===== src/lcdc_params.svh =====
// Constants of the LCD command decoder: reset values, command codes, field positions, timing.
// Assumes inclusion by bare name from the package and modules of this block.
`ifndef LCDC_PARAMS_SVH
`define LCDC_PARAMS_SVH

`define LCDC_RST_DISP_EN 1'h0
`define LCDC_RST_FIRST_ROW 5'h00
`define LCDC_RST_PAGE 3'h7
`define LCDC_RST_COLUMN 7'h00
`define LCDC_RST_STATIC 1'h0
`define LCDC_RST_DUTY 1'h1
`define LCDC_RST_SEG_ORDER 1'h0
`define LCDC_RST_COND 4'h0

`define LCDC_CMD_DISP_MASK 8'hFE
`define LCDC_CMD_DISP_CODE 8'hAE
`define LCDC_CMD_ROW_MASK 8'hE0
`define LCDC_CMD_ROW_CODE 8'hC0
`define LCDC_CMD_PAGE_MASK 8'hFC
`define LCDC_CMD_PAGE_CODE 8'hB8
`define LCDC_CMD_SEG_MASK 8'hFE
`define LCDC_CMD_SEG_CODE 8'hA0
`define LCDC_CMD_STAT_MASK 8'hFE
`define LCDC_CMD_STAT_CODE 8'hA4
`define LCDC_CMD_DUTY_MASK 8'hFE
`define LCDC_CMD_DUTY_CODE 8'hA8
`define LCDC_CMD_COL_MASK 8'h80
`define LCDC_CMD_COL_CODE 8'h00

`define LCDC_COL_LAST 7'h4F
`define LCDC_COL_ONE 7'h01
`define LCDC_ROWS_HI 6'h20
`define LCDC_ROWS_LO 6'h10
`define LCDC_BUSY_BIT 7
`define LCDC_COND_DISP 0
`define LCDC_COND_STATIC 1
`define LCDC_COND_DUTY 2
`define LCDC_COND_SEG 3

`define LCDC_CLK_PERIOD_NS 4
`define LCDC_BUSY_NS 8
`define LCDC_BUSY_CYC ((`LCDC_BUSY_NS + `LCDC_CLK_PERIOD_NS - 1) / `LCDC_CLK_PERIOD_NS)

`endif


===== src/lcdc_pkg.sv =====
// Types shared by the LCD command decoder files.
// Assumes lcdc_params.svh is on the include path.
`default_nettype none
package lcdc_pkg;
  `include "lcdc_params.svh"
  typedef logic [7:0] lcdc_byte_t;
  typedef logic [4:0] lcdc_row_t;
  typedef enum logic [1:0] {
    LCDC_IDLE = 2'b00,
    LCDC_HOLD = 2'b01,
    LCDC_BUSY = 2'b10
  } lcdc_state_e;
endpackage : lcdc_pkg
`default_nettype wire


===== src/lcdc_row_map.sv =====
// Maps each common output to a memory row from the first-row pointer and duty.
// Assumes registered inputs from the decoder on the same clock.
`default_nettype none
module lcdc_row_map #(
  parameter int NCOM = 16
) (
  input wire logic clk_i,
  input wire logic rstn_i,
  input wire lcdc_pkg::lcdc_row_t first_row_i,
  input wire logic duty_hi_i,
  input wire logic disp_en_i,
  output logic [NCOM*5-1:0] com_row_o,
  output logic [NCOM-1:0] com_idle_o
);
  import lcdc_pkg::*;
  // Only NCOM commons exist here; upper commons of a 32-row block are not shown
  for (genvar n = 0; n < NCOM; n++) begin : g_com
    wire [5:0] sum = {1'b0, first_row_i} + 6'(n);
    wire [4:0] wrapped = duty_hi_i ? sum[4:0] : {1'b0, sum[3:0]} ^ {first_row_i[4], 4'h0};
    always_ff @(posedge clk_i or negedge rstn_i) begin
      if (!rstn_i) begin
        com_row_o[n*5 +: 5] <= 5'h00;
        com_idle_o[n] <= 1'b1;
      end else begin
        com_row_o[n*5 +: 5] <= wrapped;
        com_idle_o[n] <= !disp_en_i;
      end
    end
  end
endmodule : lcdc_row_map
`default_nettype wire


===== src/lcdc_decoder.sv =====
// Command decoder and control registers of a dot-matrix LCD controller half.
// Assumes an asynchronous 8-bit host bus; all control pins are synchronised here.
`default_nettype none
// Overview of operation
// - Reset clears display enable, panel dark.
// - Reset clears first-row pointer to zero.
// - Reset sets page pointer to all ones.
// - Reset clears seven-bit column pointer.
// - Reset clears static drive bit.
// - Reset sets duty bit to one, 1/32 duty.
// - Reset selects normal segment ordering.
// - Reset clears condition flags.
// - Display off forces all commons to idle level.
// - Command write: half select high, command/data select low, enable high, read/write low.
// - AF turns display on, AE turns it off.
// - First-row pointer picks memory row shown on common zero.
// - Scanned block is 32 rows at high duty, 16 at low.
// - Row addressing wraps modulo block length.
// - Only the lower sixteen commons exist on this device.
// - C0 to DF load the first-row pointer.
// - Each half answers only to its own active-high select.
// - Data lines driven only during reads, released otherwise; here status reads drive them, data reads do not.
// - Status read shows busy on the top data line.
// - B8 to BB load the page pointer.
// - Column pointer advances after each memory access, wrapping after 79.
// - A0/A1 load segment ordering bit.
// - A8/A9 load duty bit.
module lcdc_decoder #(
  parameter int NCOM = 16,
  parameter bit RIGHT_HALF = 1'b0
) (
  input wire logic clk_i,
  input wire logic rstn_i,
  input wire logic left_half_select_i,
  input wire logic right_half_select_i,
  input wire logic cmd_data_sel_i,
  input wire logic read_write_i,
  input wire logic access_strobe_pin_i,
  input wire logic [7:0] data_i,
  output logic [7:0] data_o,
  output logic data_oe_o,
  output logic display_enable_o,
  output lcdc_pkg::lcdc_row_t first_row_pointer_o,
  output logic [2:0] page_pointer_o,
  output logic [6:0] column_pointer_o,
  output logic static_drive_enable_o,
  output logic multiplex_ratio_select_o,
  output logic segment_order_select_o,
  output logic [3:0] condition_flags_o,
  output logic [NCOM*5-1:0] com_row_o,
  output logic [NCOM-1:0] com_idle_o
);
  import lcdc_pkg::*;

  // Two-stage synchronisers; the first stage feeds only the second
  logic [11:0] sync_a;
  logic [11:0] sync_b;
  logic strobe_d;
  always_ff @(posedge clk_i or negedge rstn_i) begin
    if (!rstn_i) begin
      sync_a <= 12'h000;
      sync_b <= 12'h000;
      strobe_d <= 1'b0;
    end else begin
      sync_a <= {left_half_select_i, right_half_select_i, cmd_data_sel_i, read_write_i,
                 access_strobe_pin_i, data_i[6:0]} ^ 12'h000;
      sync_b <= sync_a;
      strobe_d <= sync_b[7];
    end
  end
  // Data bit 7 travels in its own pair to keep the bundle narrow
  logic d7_a;
  logic d7_b;
  always_ff @(posedge clk_i or negedge rstn_i) begin
    if (!rstn_i) begin
      d7_a <= 1'b0;
      d7_b <= 1'b0;
    end else begin
      d7_a <= data_i[7];
      d7_b <= d7_a;
    end
  end

  wire sel_s = RIGHT_HALF ? sync_b[10] : sync_b[11];
  wire cd_s = sync_b[9];
  wire rw_s = sync_b[8];
  wire en_s = sync_b[7];
  wire [7:0] byte_s = {d7_b, sync_b[6:0]};
  // Latch on the falling edge of enable so data is settled for the whole pulse
  wire en_fall = strobe_d && !en_s;
  wire cmd_wr = en_fall && sel_s && !cd_s && !rw_s;
  wire mem_acc = en_fall && sel_s && cd_s;
  wire rd_act = en_s && sel_s && rw_s;

  wire hit_disp = (byte_s & `LCDC_CMD_DISP_MASK) == `LCDC_CMD_DISP_CODE;
  wire hit_row = (byte_s & `LCDC_CMD_ROW_MASK) == `LCDC_CMD_ROW_CODE;
  wire hit_page = (byte_s & `LCDC_CMD_PAGE_MASK) == `LCDC_CMD_PAGE_CODE;
  wire hit_seg = (byte_s & `LCDC_CMD_SEG_MASK) == `LCDC_CMD_SEG_CODE;
  wire hit_stat = (byte_s & `LCDC_CMD_STAT_MASK) == `LCDC_CMD_STAT_CODE;
  wire hit_duty = (byte_s & `LCDC_CMD_DUTY_MASK) == `LCDC_CMD_DUTY_CODE;
  wire hit_col = (byte_s & `LCDC_CMD_COL_MASK) == `LCDC_CMD_COL_CODE;
  wire [6:0] next_column = (column_pointer_o == `LCDC_COL_LAST) ? `LCDC_RST_COLUMN
                           : column_pointer_o + `LCDC_COL_ONE;

  always_ff @(posedge clk_i or negedge rstn_i) begin
    if (!rstn_i) begin
      display_enable_o <= `LCDC_RST_DISP_EN;
      first_row_pointer_o <= `LCDC_RST_FIRST_ROW;
      page_pointer_o <= `LCDC_RST_PAGE;
      column_pointer_o <= `LCDC_RST_COLUMN;
      static_drive_enable_o <= `LCDC_RST_STATIC;
      multiplex_ratio_select_o <= `LCDC_RST_DUTY;
      segment_order_select_o <= `LCDC_RST_SEG_ORDER;
    end else begin
      // Unmatched command bytes fall through every branch and change nothing
      if (cmd_wr && hit_disp) display_enable_o <= byte_s[0];
      if (cmd_wr && hit_row) first_row_pointer_o <= byte_s[4:0];
      if (cmd_wr && hit_page) page_pointer_o <= {1'b0, byte_s[1:0]};
      if (cmd_wr && hit_seg) segment_order_select_o <= byte_s[0];
      if (cmd_wr && hit_stat) static_drive_enable_o <= byte_s[0];
      if (cmd_wr && hit_duty) multiplex_ratio_select_o <= byte_s[0];
      if (cmd_wr && hit_col) column_pointer_o <= byte_s[6:0];
      else if (mem_acc) column_pointer_o <= next_column;
    end
  end

  // Busy is held a short fixed time after each write or access accepted while idle; one accepted while busy does not restart it
  lcdc_state_e state;
  lcdc_state_e next_state;
  logic [3:0] busy_cnt;
  wire accepted = cmd_wr || mem_acc;
  always_comb begin
    next_state = state;
    case (state)
      LCDC_IDLE: if (accepted) next_state = LCDC_BUSY;
      LCDC_BUSY: if (busy_cnt == 4'(`LCDC_BUSY_CYC - 1)) next_state = LCDC_IDLE;
      LCDC_HOLD: next_state = LCDC_IDLE;
      default: next_state = LCDC_IDLE;
    endcase
  end
  always_ff @(posedge clk_i or negedge rstn_i) begin
    if (!rstn_i) begin
      state <= LCDC_IDLE;
      busy_cnt <= 4'h0;
    end else begin
      state <= next_state;
      busy_cnt <= (state == LCDC_BUSY) ? busy_cnt + 4'h1 : 4'h0;
    end
  end

  wire [3:0] next_cond = {segment_order_select_o, multiplex_ratio_select_o,
                          static_drive_enable_o, display_enable_o};
  wire [7:0] next_read = {state == LCDC_BUSY, 3'h0, condition_flags_o};
  always_ff @(posedge clk_i or negedge rstn_i) begin
    if (!rstn_i) begin
      condition_flags_o <= `LCDC_RST_COND;
      data_o <= 8'h00;
      data_oe_o <= 1'b0;
    end else begin
      condition_flags_o <= next_cond;
      data_o <= next_read;
      data_oe_o <= rd_act && !cd_s;
    end
  end

  lcdc_row_map #(
    .NCOM(NCOM)
  ) u_row_map (
    .clk_i(clk_i),
    .rstn_i(rstn_i),
    .first_row_i(first_row_pointer_o),
    .duty_hi_i(multiplex_ratio_select_o),
    .disp_en_i(display_enable_o),
    .com_row_o(com_row_o),
    .com_idle_o(com_idle_o)
  );

  reset_vals_a: assert property (@(posedge clk_i) $rose(rstn_i) |->
    page_pointer_o == 3'h7 && multiplex_ratio_select_o && !display_enable_o)
    else $error("reset values wrong");
  disp_cmd_a: assert property (@(posedge clk_i) disable iff (!rstn_i)
    cmd_wr && hit_disp |=> display_enable_o == $past(byte_s[0]))
    else $error("display enable not loaded");
  row_cmd_a: assert property (@(posedge clk_i) disable iff (!rstn_i)
    cmd_wr && hit_row |=> first_row_pointer_o == $past(byte_s[4:0]))
    else $error("first row not loaded");
  col_wrap_a: assert property (@(posedge clk_i) disable iff (!rstn_i)
    mem_acc && column_pointer_o == 7'h4F |=> column_pointer_o == 7'h00)
    else $error("column did not wrap");
  unsel_quiet_a: assert property (@(posedge clk_i) disable iff (!rstn_i)
    !sel_s |=> !data_oe_o)
    else $error("drive while unselected");
  write_quiet_a: assert property (@(posedge clk_i) disable iff (!rstn_i)
    !rw_s |=> !data_oe_o)
    else $error("drive during write");
  busy_flag_a: assert property (@(posedge clk_i) disable iff (!rstn_i)
    accepted && state == LCDC_IDLE |=> ##1 data_o[7])
    else $error("busy not shown");
  idle_com_a: assert property (@(posedge clk_i) disable iff (!rstn_i)
    !display_enable_o |=> &com_idle_o)
    else $error("commons driven when off");
  duty_cmd_a: assert property (@(posedge clk_i) disable iff (!rstn_i)
    cmd_wr && hit_duty |=> multiplex_ratio_select_o == $past(byte_s[0]))
    else $error("duty not loaded");
  cover_disp_on: cover property (@(posedge clk_i) cmd_wr && byte_s == 8'hAF);
  cover_row_set: cover property (@(posedge clk_i) cmd_wr && hit_row);
  cover_col_wrap: cover property (@(posedge clk_i) mem_acc && column_pointer_o == 7'h4F);
endmodule : lcdc_decoder
`default_nettype wire


===== config.mk =====
export PLATFORM = sky130hd
export DESIGN_NAME = lcdc_decoder
export DESIGN_NICKNAME = d
export VERILOG_FILES = /design/src/lcdc_pkg.sv /design/src/lcdc_row_map.sv /design/src/lcdc_decoder.sv
export VERILOG_INCLUDE_DIRS = /design/src
export SDC_FILE = /design/constraint.sdc
export NUM_CORES = 1
export LEC_CHECK = 0
export BUFFER_PORTS_ARGS = -buffer_cell sky130_fd_sc_hd__buf_2
export CAP_MARGIN = 15
export CORE_MARGIN = 2
export CORE_UTILIZATION = 35
export DETAILED_ROUTE_END_ITERATION = 8
export GPL_TIMING_DRIVEN = 0
export PLACE_DENSITY = 0.7
export SYNTH_ARGS = -nofsm -noshare
export SYNTH_HDL_FRONTEND = slang
export SYNTH_SLANG_ARGS = --single-unit

===== constraint.sdc =====
create_clock -name clk_i -period 2.2 [get_ports clk_i]
set_input_delay 0.44 -clock clk_i [delete_from_list [all_inputs] [get_ports clk_i]]
set_output_delay 0.44 -clock clk_i [all_outputs]
set_load 0.01 [all_outputs]

# After elaboration in Yosys (flattened, before gate mapping)
# Cells that the tools add are included.
[classes]
n_addsub = 17
eq_ne = 11
muxes = 23
n_bitwise = 16
reduce_logical = 24
[ops]
columns = ["cell", "count"]
rows = [
  ["$mux 5", 16],
  ["$xor 4x5->5", 16],
  ["$add 5x4->5 const B", 8],
  ["$eq 7x7->1 const B", 5],
  ["$mux 7", 3],
  ["$add 5x3->5 const B", 4],
  ["$logic_and 1x1->1", 15],
  ["$add 5x2->5 const B", 2],
  ["$logic_not 8->1", 1],
  ["$add 7x1->7 const B", 1],
  ["$eq 6x6->1 const B", 1],
  ["$add 5x1->5 const B", 1],
  ["$add 4x1->4 const B", 1],
  ["$eq 4x1->1 const B", 1],
  ["$logic_not 1->1", 4],
  ["$mux 2", 2],
  ["$mux 4", 1],
  ["$pmux 2 s2", 1],
  ["$eq 3x3->1 const B", 1],
  ["$eq 2x2->1 const B", 1],
  ["$logic_not 2->1", 1],
  ["$ne 2x1->1 const B", 1],
  ["$ne 2x2->1 const B", 1],
  ["$reduce_and 2->1", 1],
  ["other kinds (2)", 2],
]
[totals]
regBits = 143
in_bits = 15
output_inout_bits = 128
elab_cells = 125

# Depth between registers and ports, before layout
[logic_depth]
depth_word = 8
ltp_mapped = 7
mapped_depth_nobuf = 6

# Cells and area by module
# A second synthesis with hierarchy kept.
[hier_totals]
hier_cells = 332
hier_area_um2 = 4375.4
[modules_own_cells]
columns = ["module", "n_inst", "cells_per_inst", "area_each_um2", "seq_area_each_um2"]
rows = [
  ["lcdc_decoder", 1, 151, 2193.4, 1481.4],
  ["lcdc_row_map", 1, 181, 2182.1, 1177.4],
]

# Least setup slack after synthesis
# OpenSTA, ideal clock, no wires.
[synth_path]
path_kind = "register to register"
start = "register first_row_pointer_o[3]"
end = "register u_row_map.com_row_o[59]"
setup_time_ns = 0.080
arrival_time_ns = 1.673
t_required_ns = 2.120
slack_ns = 0.447
path_stages_with_launch = 7
path_buffers = 1
period_less_slack_ns = 1.753
path_cell_list = "dfrtp_1 -> clkbuf_1 -> clkinv_1 -> ha_1 -> nor2b_1 -> o21ai_0 -> xnor2_1"
[synth_between]
elab_chain_len = 2
[synth_rtl]
columns = ["item", "line_no", "text"]
rows = [
  ["from (decl)", "lcdc_decoder.sv:43", "output lcdc_pkg::lcdc_row_t first_row_pointer_o,"],
  ["from (signal assigned)", "lcdc_decoder.sv:108", "first_row_pointer_o <= `LCDC_RST_FIRST_ROW;"],
  ["from (signal assigned)", "lcdc_decoder.sv:117", "if (cmd_wr && hit_row) first_row_pointer_o <= byte_s[4:0];"],
  ["$add 5x4->5", "lcdc_row_map.sv:18", "wire [5:0] sum = {1'b0, first_row_i} + 6'(n);"],
  ["$mux 5", "lcdc_row_map.sv:19", "wire [4:0] wrapped = duty_hi_i ? sum[4:0] : {1'b0, sum[3:0]} ^ {first_row_i[4], 4'h0};"],
  ["net u_row_map.g_com[11].wrapped[4]", "lcdc_row_map.sv:19", ""],
  ["to (signal, indexed assignment)", "lcdc_row_map.sv:25", "com_row_o[n*5 +: 5] <= wrapped;"],
  ["to (decl)", "lcdc_row_map.sv:12", "output logic [NCOM*5-1:0] com_row_o,"],
]
# The timed path passes the listed nets, and every way through them passes these cells.
# A chain may end at the register's enable or synchronous reset.

# Worst setup path after layout
# Same ends and word-level chain as after synthesis.

==> flow_metrics.env <==
export IMPL_slew_headroom_pct=53.9
export IMPL_htree_num_levels=3
export IMPL_p_int_uw=3490
export IMPL_fin_area_mm2=0.00559
export IMPL_drtAntennaViolNets=0
export IMPL_clk_latency_ns=0.34
export IMPL_grt_max_degree=56
export IMPL_drt_pass1_iterations=4
export IMPL_antenna_found_initial=0
export IMPL_ys_warn_count=0
export IMPL_fin_util_pct=46.4
export IMPL_initialDrtViolationCount=104
export IMPL_syn_area_per_cell_um2=12.8
export IMPL_clk_pin_slew_worst_paths_ns=0.07
export IMPL_ys_types=47
export IMPL_clock_sinks=106
export IMPL_cp_arrival_ns=2.22
export IMPL_grt_use_total_pct=12.9
export IMPL_drv_slew=0
export IMPL_finClkSkew_ns=0.0130
export IMPL_netlist_area_mm2=0.00434
export IMPL_coreArea_mm2=0.0121
export IMPL_grt_pass1_vias=2688
export IMPL_yosys_area_top_type="dfrtp_1"
export IMPL_cts_tree="built"
export IMPL_fin_crit_sh_pct=90.1
export IMPL_timing_final_crit_period_ns=1.98
export IMPL_dp_hpwl_mm=6.17
export IMPL_overflow=0
export IMPL_grt_pass1_wl_mm=13.5
export IMPL_synthCells=339
export IMPL_crit_chain="clkbuf_1, clkinv_2, ha_1, nor2b_1, o21ai_0, xnor2_1"
export IMPL_cts_repair_resized=1
export IMPL_synthToLayoutAreaGrowth_pct=28.9
export IMPL_clockPowerShare_pct=34.3
export IMPL_critical_path_buf_inv_count=2
export IMPL_crit_required_ns=2.44
export IMPL_seqPwrFrac_pct=49.0
export IMPL_comb_power_share_pct=16.7
export IMPL_routabilityCongestion=0.854
export IMPL_cts_made_buffers=9
export IMPL_status="finished, final reports clean"
export IMPL_ioPinCount=143
export IMPL_finalHoldViolations=0
export IMPL_die_h_um=115
export IMPL_tightest_slew_ns=0.692
export IMPL_postCtsSetupBuffers=0
export IMPL_crit_type="reg2reg"
export IMPL_wirelength_mm=8.31
export IMPL_drive_above_1_share_pct=48.0
export IMPL_p_leak_uw=0.00291
export IMPL_p_sw_share_pct=26.6
export IMPL_max_freq_mhz=504
export IMPL_setup_viol=0
export IMPL_port_buffers=138
export IMPL_netSwitchingPower_uw=1260
export IMPL_max_cap_violations=0
export IMPL_cp_top_family="buffers and inverters"
export IMPL_diodes=0
export IMPL_setup_worst_path_start_class="flip-flop"
export IMPL_fp_row_count=40
export IMPL_cts_root_buf="clkbuf_16"
export IMPL_placed_cells_incl_taps=648
export IMPL_hold_path_class="in2async"
export IMPL_synth_top_cell_area_share_pct=58.3
export IMPL_rsz0062_at_grt="false"
export IMPL_finalSetupTns_ns=0
export IMPL_floorplan_initialDensity_pct=36.0
export IMPL_critPathMaxFanout=11
export IMPL_cp_slowest_cell="dfrtp_1"
export IMPL_wire_per_inst_um=12.5
export IMPL_die_x_um=115
export IMPL_total_power_uw=4750
export IMPL_synth_seq_cells=106
export IMPL_layout_cells_non_filler=664
export IMPL_max_vdd_ir_drop_mv=0.412
export IMPL_vias=2767
export IMPL_max_stage_delay_ns=0.47
export IMPL_cts_path_max_buffers=2
export IMPL_dieArea_mm2=0.0133
export IMPL_routed_via_density=4.17
export IMPL_powerDensity_mw_per_mm2=850
export IMPL_critPathCaptureType="flip-flop"
export IMPL_cts_hold_buf=0
export IMPL_route_detailed_drc=0
export IMPL_post_dp_cell_area_mm2=0.00528
export IMPL_final_nets=524
export IMPL_seq_area_frac_synth_pct=61.3
export IMPL_ys_top_cells_by_area="dfrtp_1 (58%), buf_4 (10%), ha_1 (5.2%)"
## layout by cell type, fill, tap and decap left out, types with 2 or more instances in the layout
cell type   instances
buf_2             139
dfrtp_1           101
buf_4              60
nand2_1            27
xnor2_1            21
inv_1              19
ha_1               18
o21ai_0            12
clkbuf_16           9
nand3_1             6
nor2_1              6
mux2_2              6
nor2b_1             5
xor2_1              5
dfstp_2             5
a21oi_1             4
clkbuf_1            3
nor3_1              3
conb_1              3
and2_1              2
a21o_1              2
and3_1              2
nand4b_1            2
or3_1               2
a221o_2             2
mux2i_1             2
clkinvlp_4          2
clkinv_4            2
clkbuf_8            2
## cells in the mapped netlist (all sizes together)
library cell / count
and3: 3
nor4: 2
xnor2: 21
o32ai: 1
clkinv: 1
nand3b: 1
and4b: 2
mux2: 7
dfstp: 5
xor2: 5
nand4: 1
nand4b: 2
a2bb2oi: 1
ha: 18
buf: 61
nor3: 4
nand4bb: 1
and2b: 1
nor2: 7
clkbuf: 3
o31ai: 1
a221o: 3
o21ai: 12
a211o: 1
nor3b: 1
or3: 2
inv: 19
conb: 1
a21oi: 4
nand3: 6
dfrtp: 101
nand2: 27
nand2b: 1
a21boi: 1
a32oi: 1
mux2i: 2
nor2b: 5
a21o: 2
and2: 2
## sequential cells by signal, indices dropped and copies added (netlist names)
signal                    count
u_row_map.com_row_o          46
sync_a                       11
sync_b                       11
column_pointer_o              7
data_o                        5
first_row_pointer_o           5
busy_cnt                      4
condition_flags_o             4
page_pointer_o                3
d7_a                          1
d7_b                          1
data_oe_o                     1
display_enable_o              1
multiplex_ratio_select_o      1
segment_order_select_o        1
state                         1
static_drive_enable_o         1
strobe_d                      1
u_row_map.com_idle_o          1
## final timing paths
| check | end | slack [ns] | startpoint | cells past startpoint |
|---|---|---|---|---|
| max in group asynchronous | u_row_map.com_idle_o[2] | 1.32 | rstn_i | 2 |
| min reg2reg | sync_b[9] | 0.34 | sync_a[9] | 0 |
| min | u_row_map.com_row_o[38] | 0.15 | rstn_i | 1 |
| max reg2reg | u_row_map.com_row_o[59] | 0.22 | first_row_pointer_o[3] | 6 |
| max | u_row_map.com_row_o[59] | 0.22 | first_row_pointer_o[3] | 6 |
| min in group clk_i | sync_a[11] | 0.20 | left_half_select_i | 1 |
## routing by layer
metal / global-route usage (%) / part of all wire [%] / vias to the layer above
met5: 0 / 0 / -
met4: 4.26 / 1.0 / 0
met3: 3.27 / 5.4 / 7
met2: 21.1 / 49 / 89
met1: 16.9 / 45 / 1336
li1: - / - / 1335
## cell type report
cell class,instances,area [um2]
plain buffers,64,464
clock buffers,11,253
clock inverters,5,62.6
fillers,1127,6470
inverters,20,76.3
multi-input cells,151,1150
flip-flops and latches,106,2660
well taps,168,210
repair buffers,139,721
## metrics by stage
step                      setup WS (ns)  hold WS (ns)
after global routing             0.0194         0.182
after CTS                         0.208         0.168
after detailed placement        -0.0276         0.335
after floorplan                   0.447         0.144
after global placement           -0.405         0.331
final                             0.217         0.148
## logic make-up after synthesis
| logic type | Yosys count | synth area share, % |
|---|---|---|
| xor+xnor | 26 | 5.25 |
| mux | 9 | 2.37 |
| simple gates | 68 | 9.15 |
| flops | 106 | 61.3 |
| fa+ha+maj | 18 | 5.19 |
| buf+inv | 84 | 12.4 |
| other cells | 1 | 0.0865 |
| compound gates | 27 | 4.21 |
## power by group through the flow
stage | registers [uW] | logic, uW | clock network (uW)
6_report | 2330 | 794 | 1630
5_1_grt | 2360 | 875 | 1790
4_1_cts | 2330 | 812 | 1690
3_5_place_dp | 2370 | 808 | 0
3_3_place_gp | 2350 | 777 | 0
2_1_floorplan | 2410 | 381 | 0
Power figures use the tool's default switching activity.
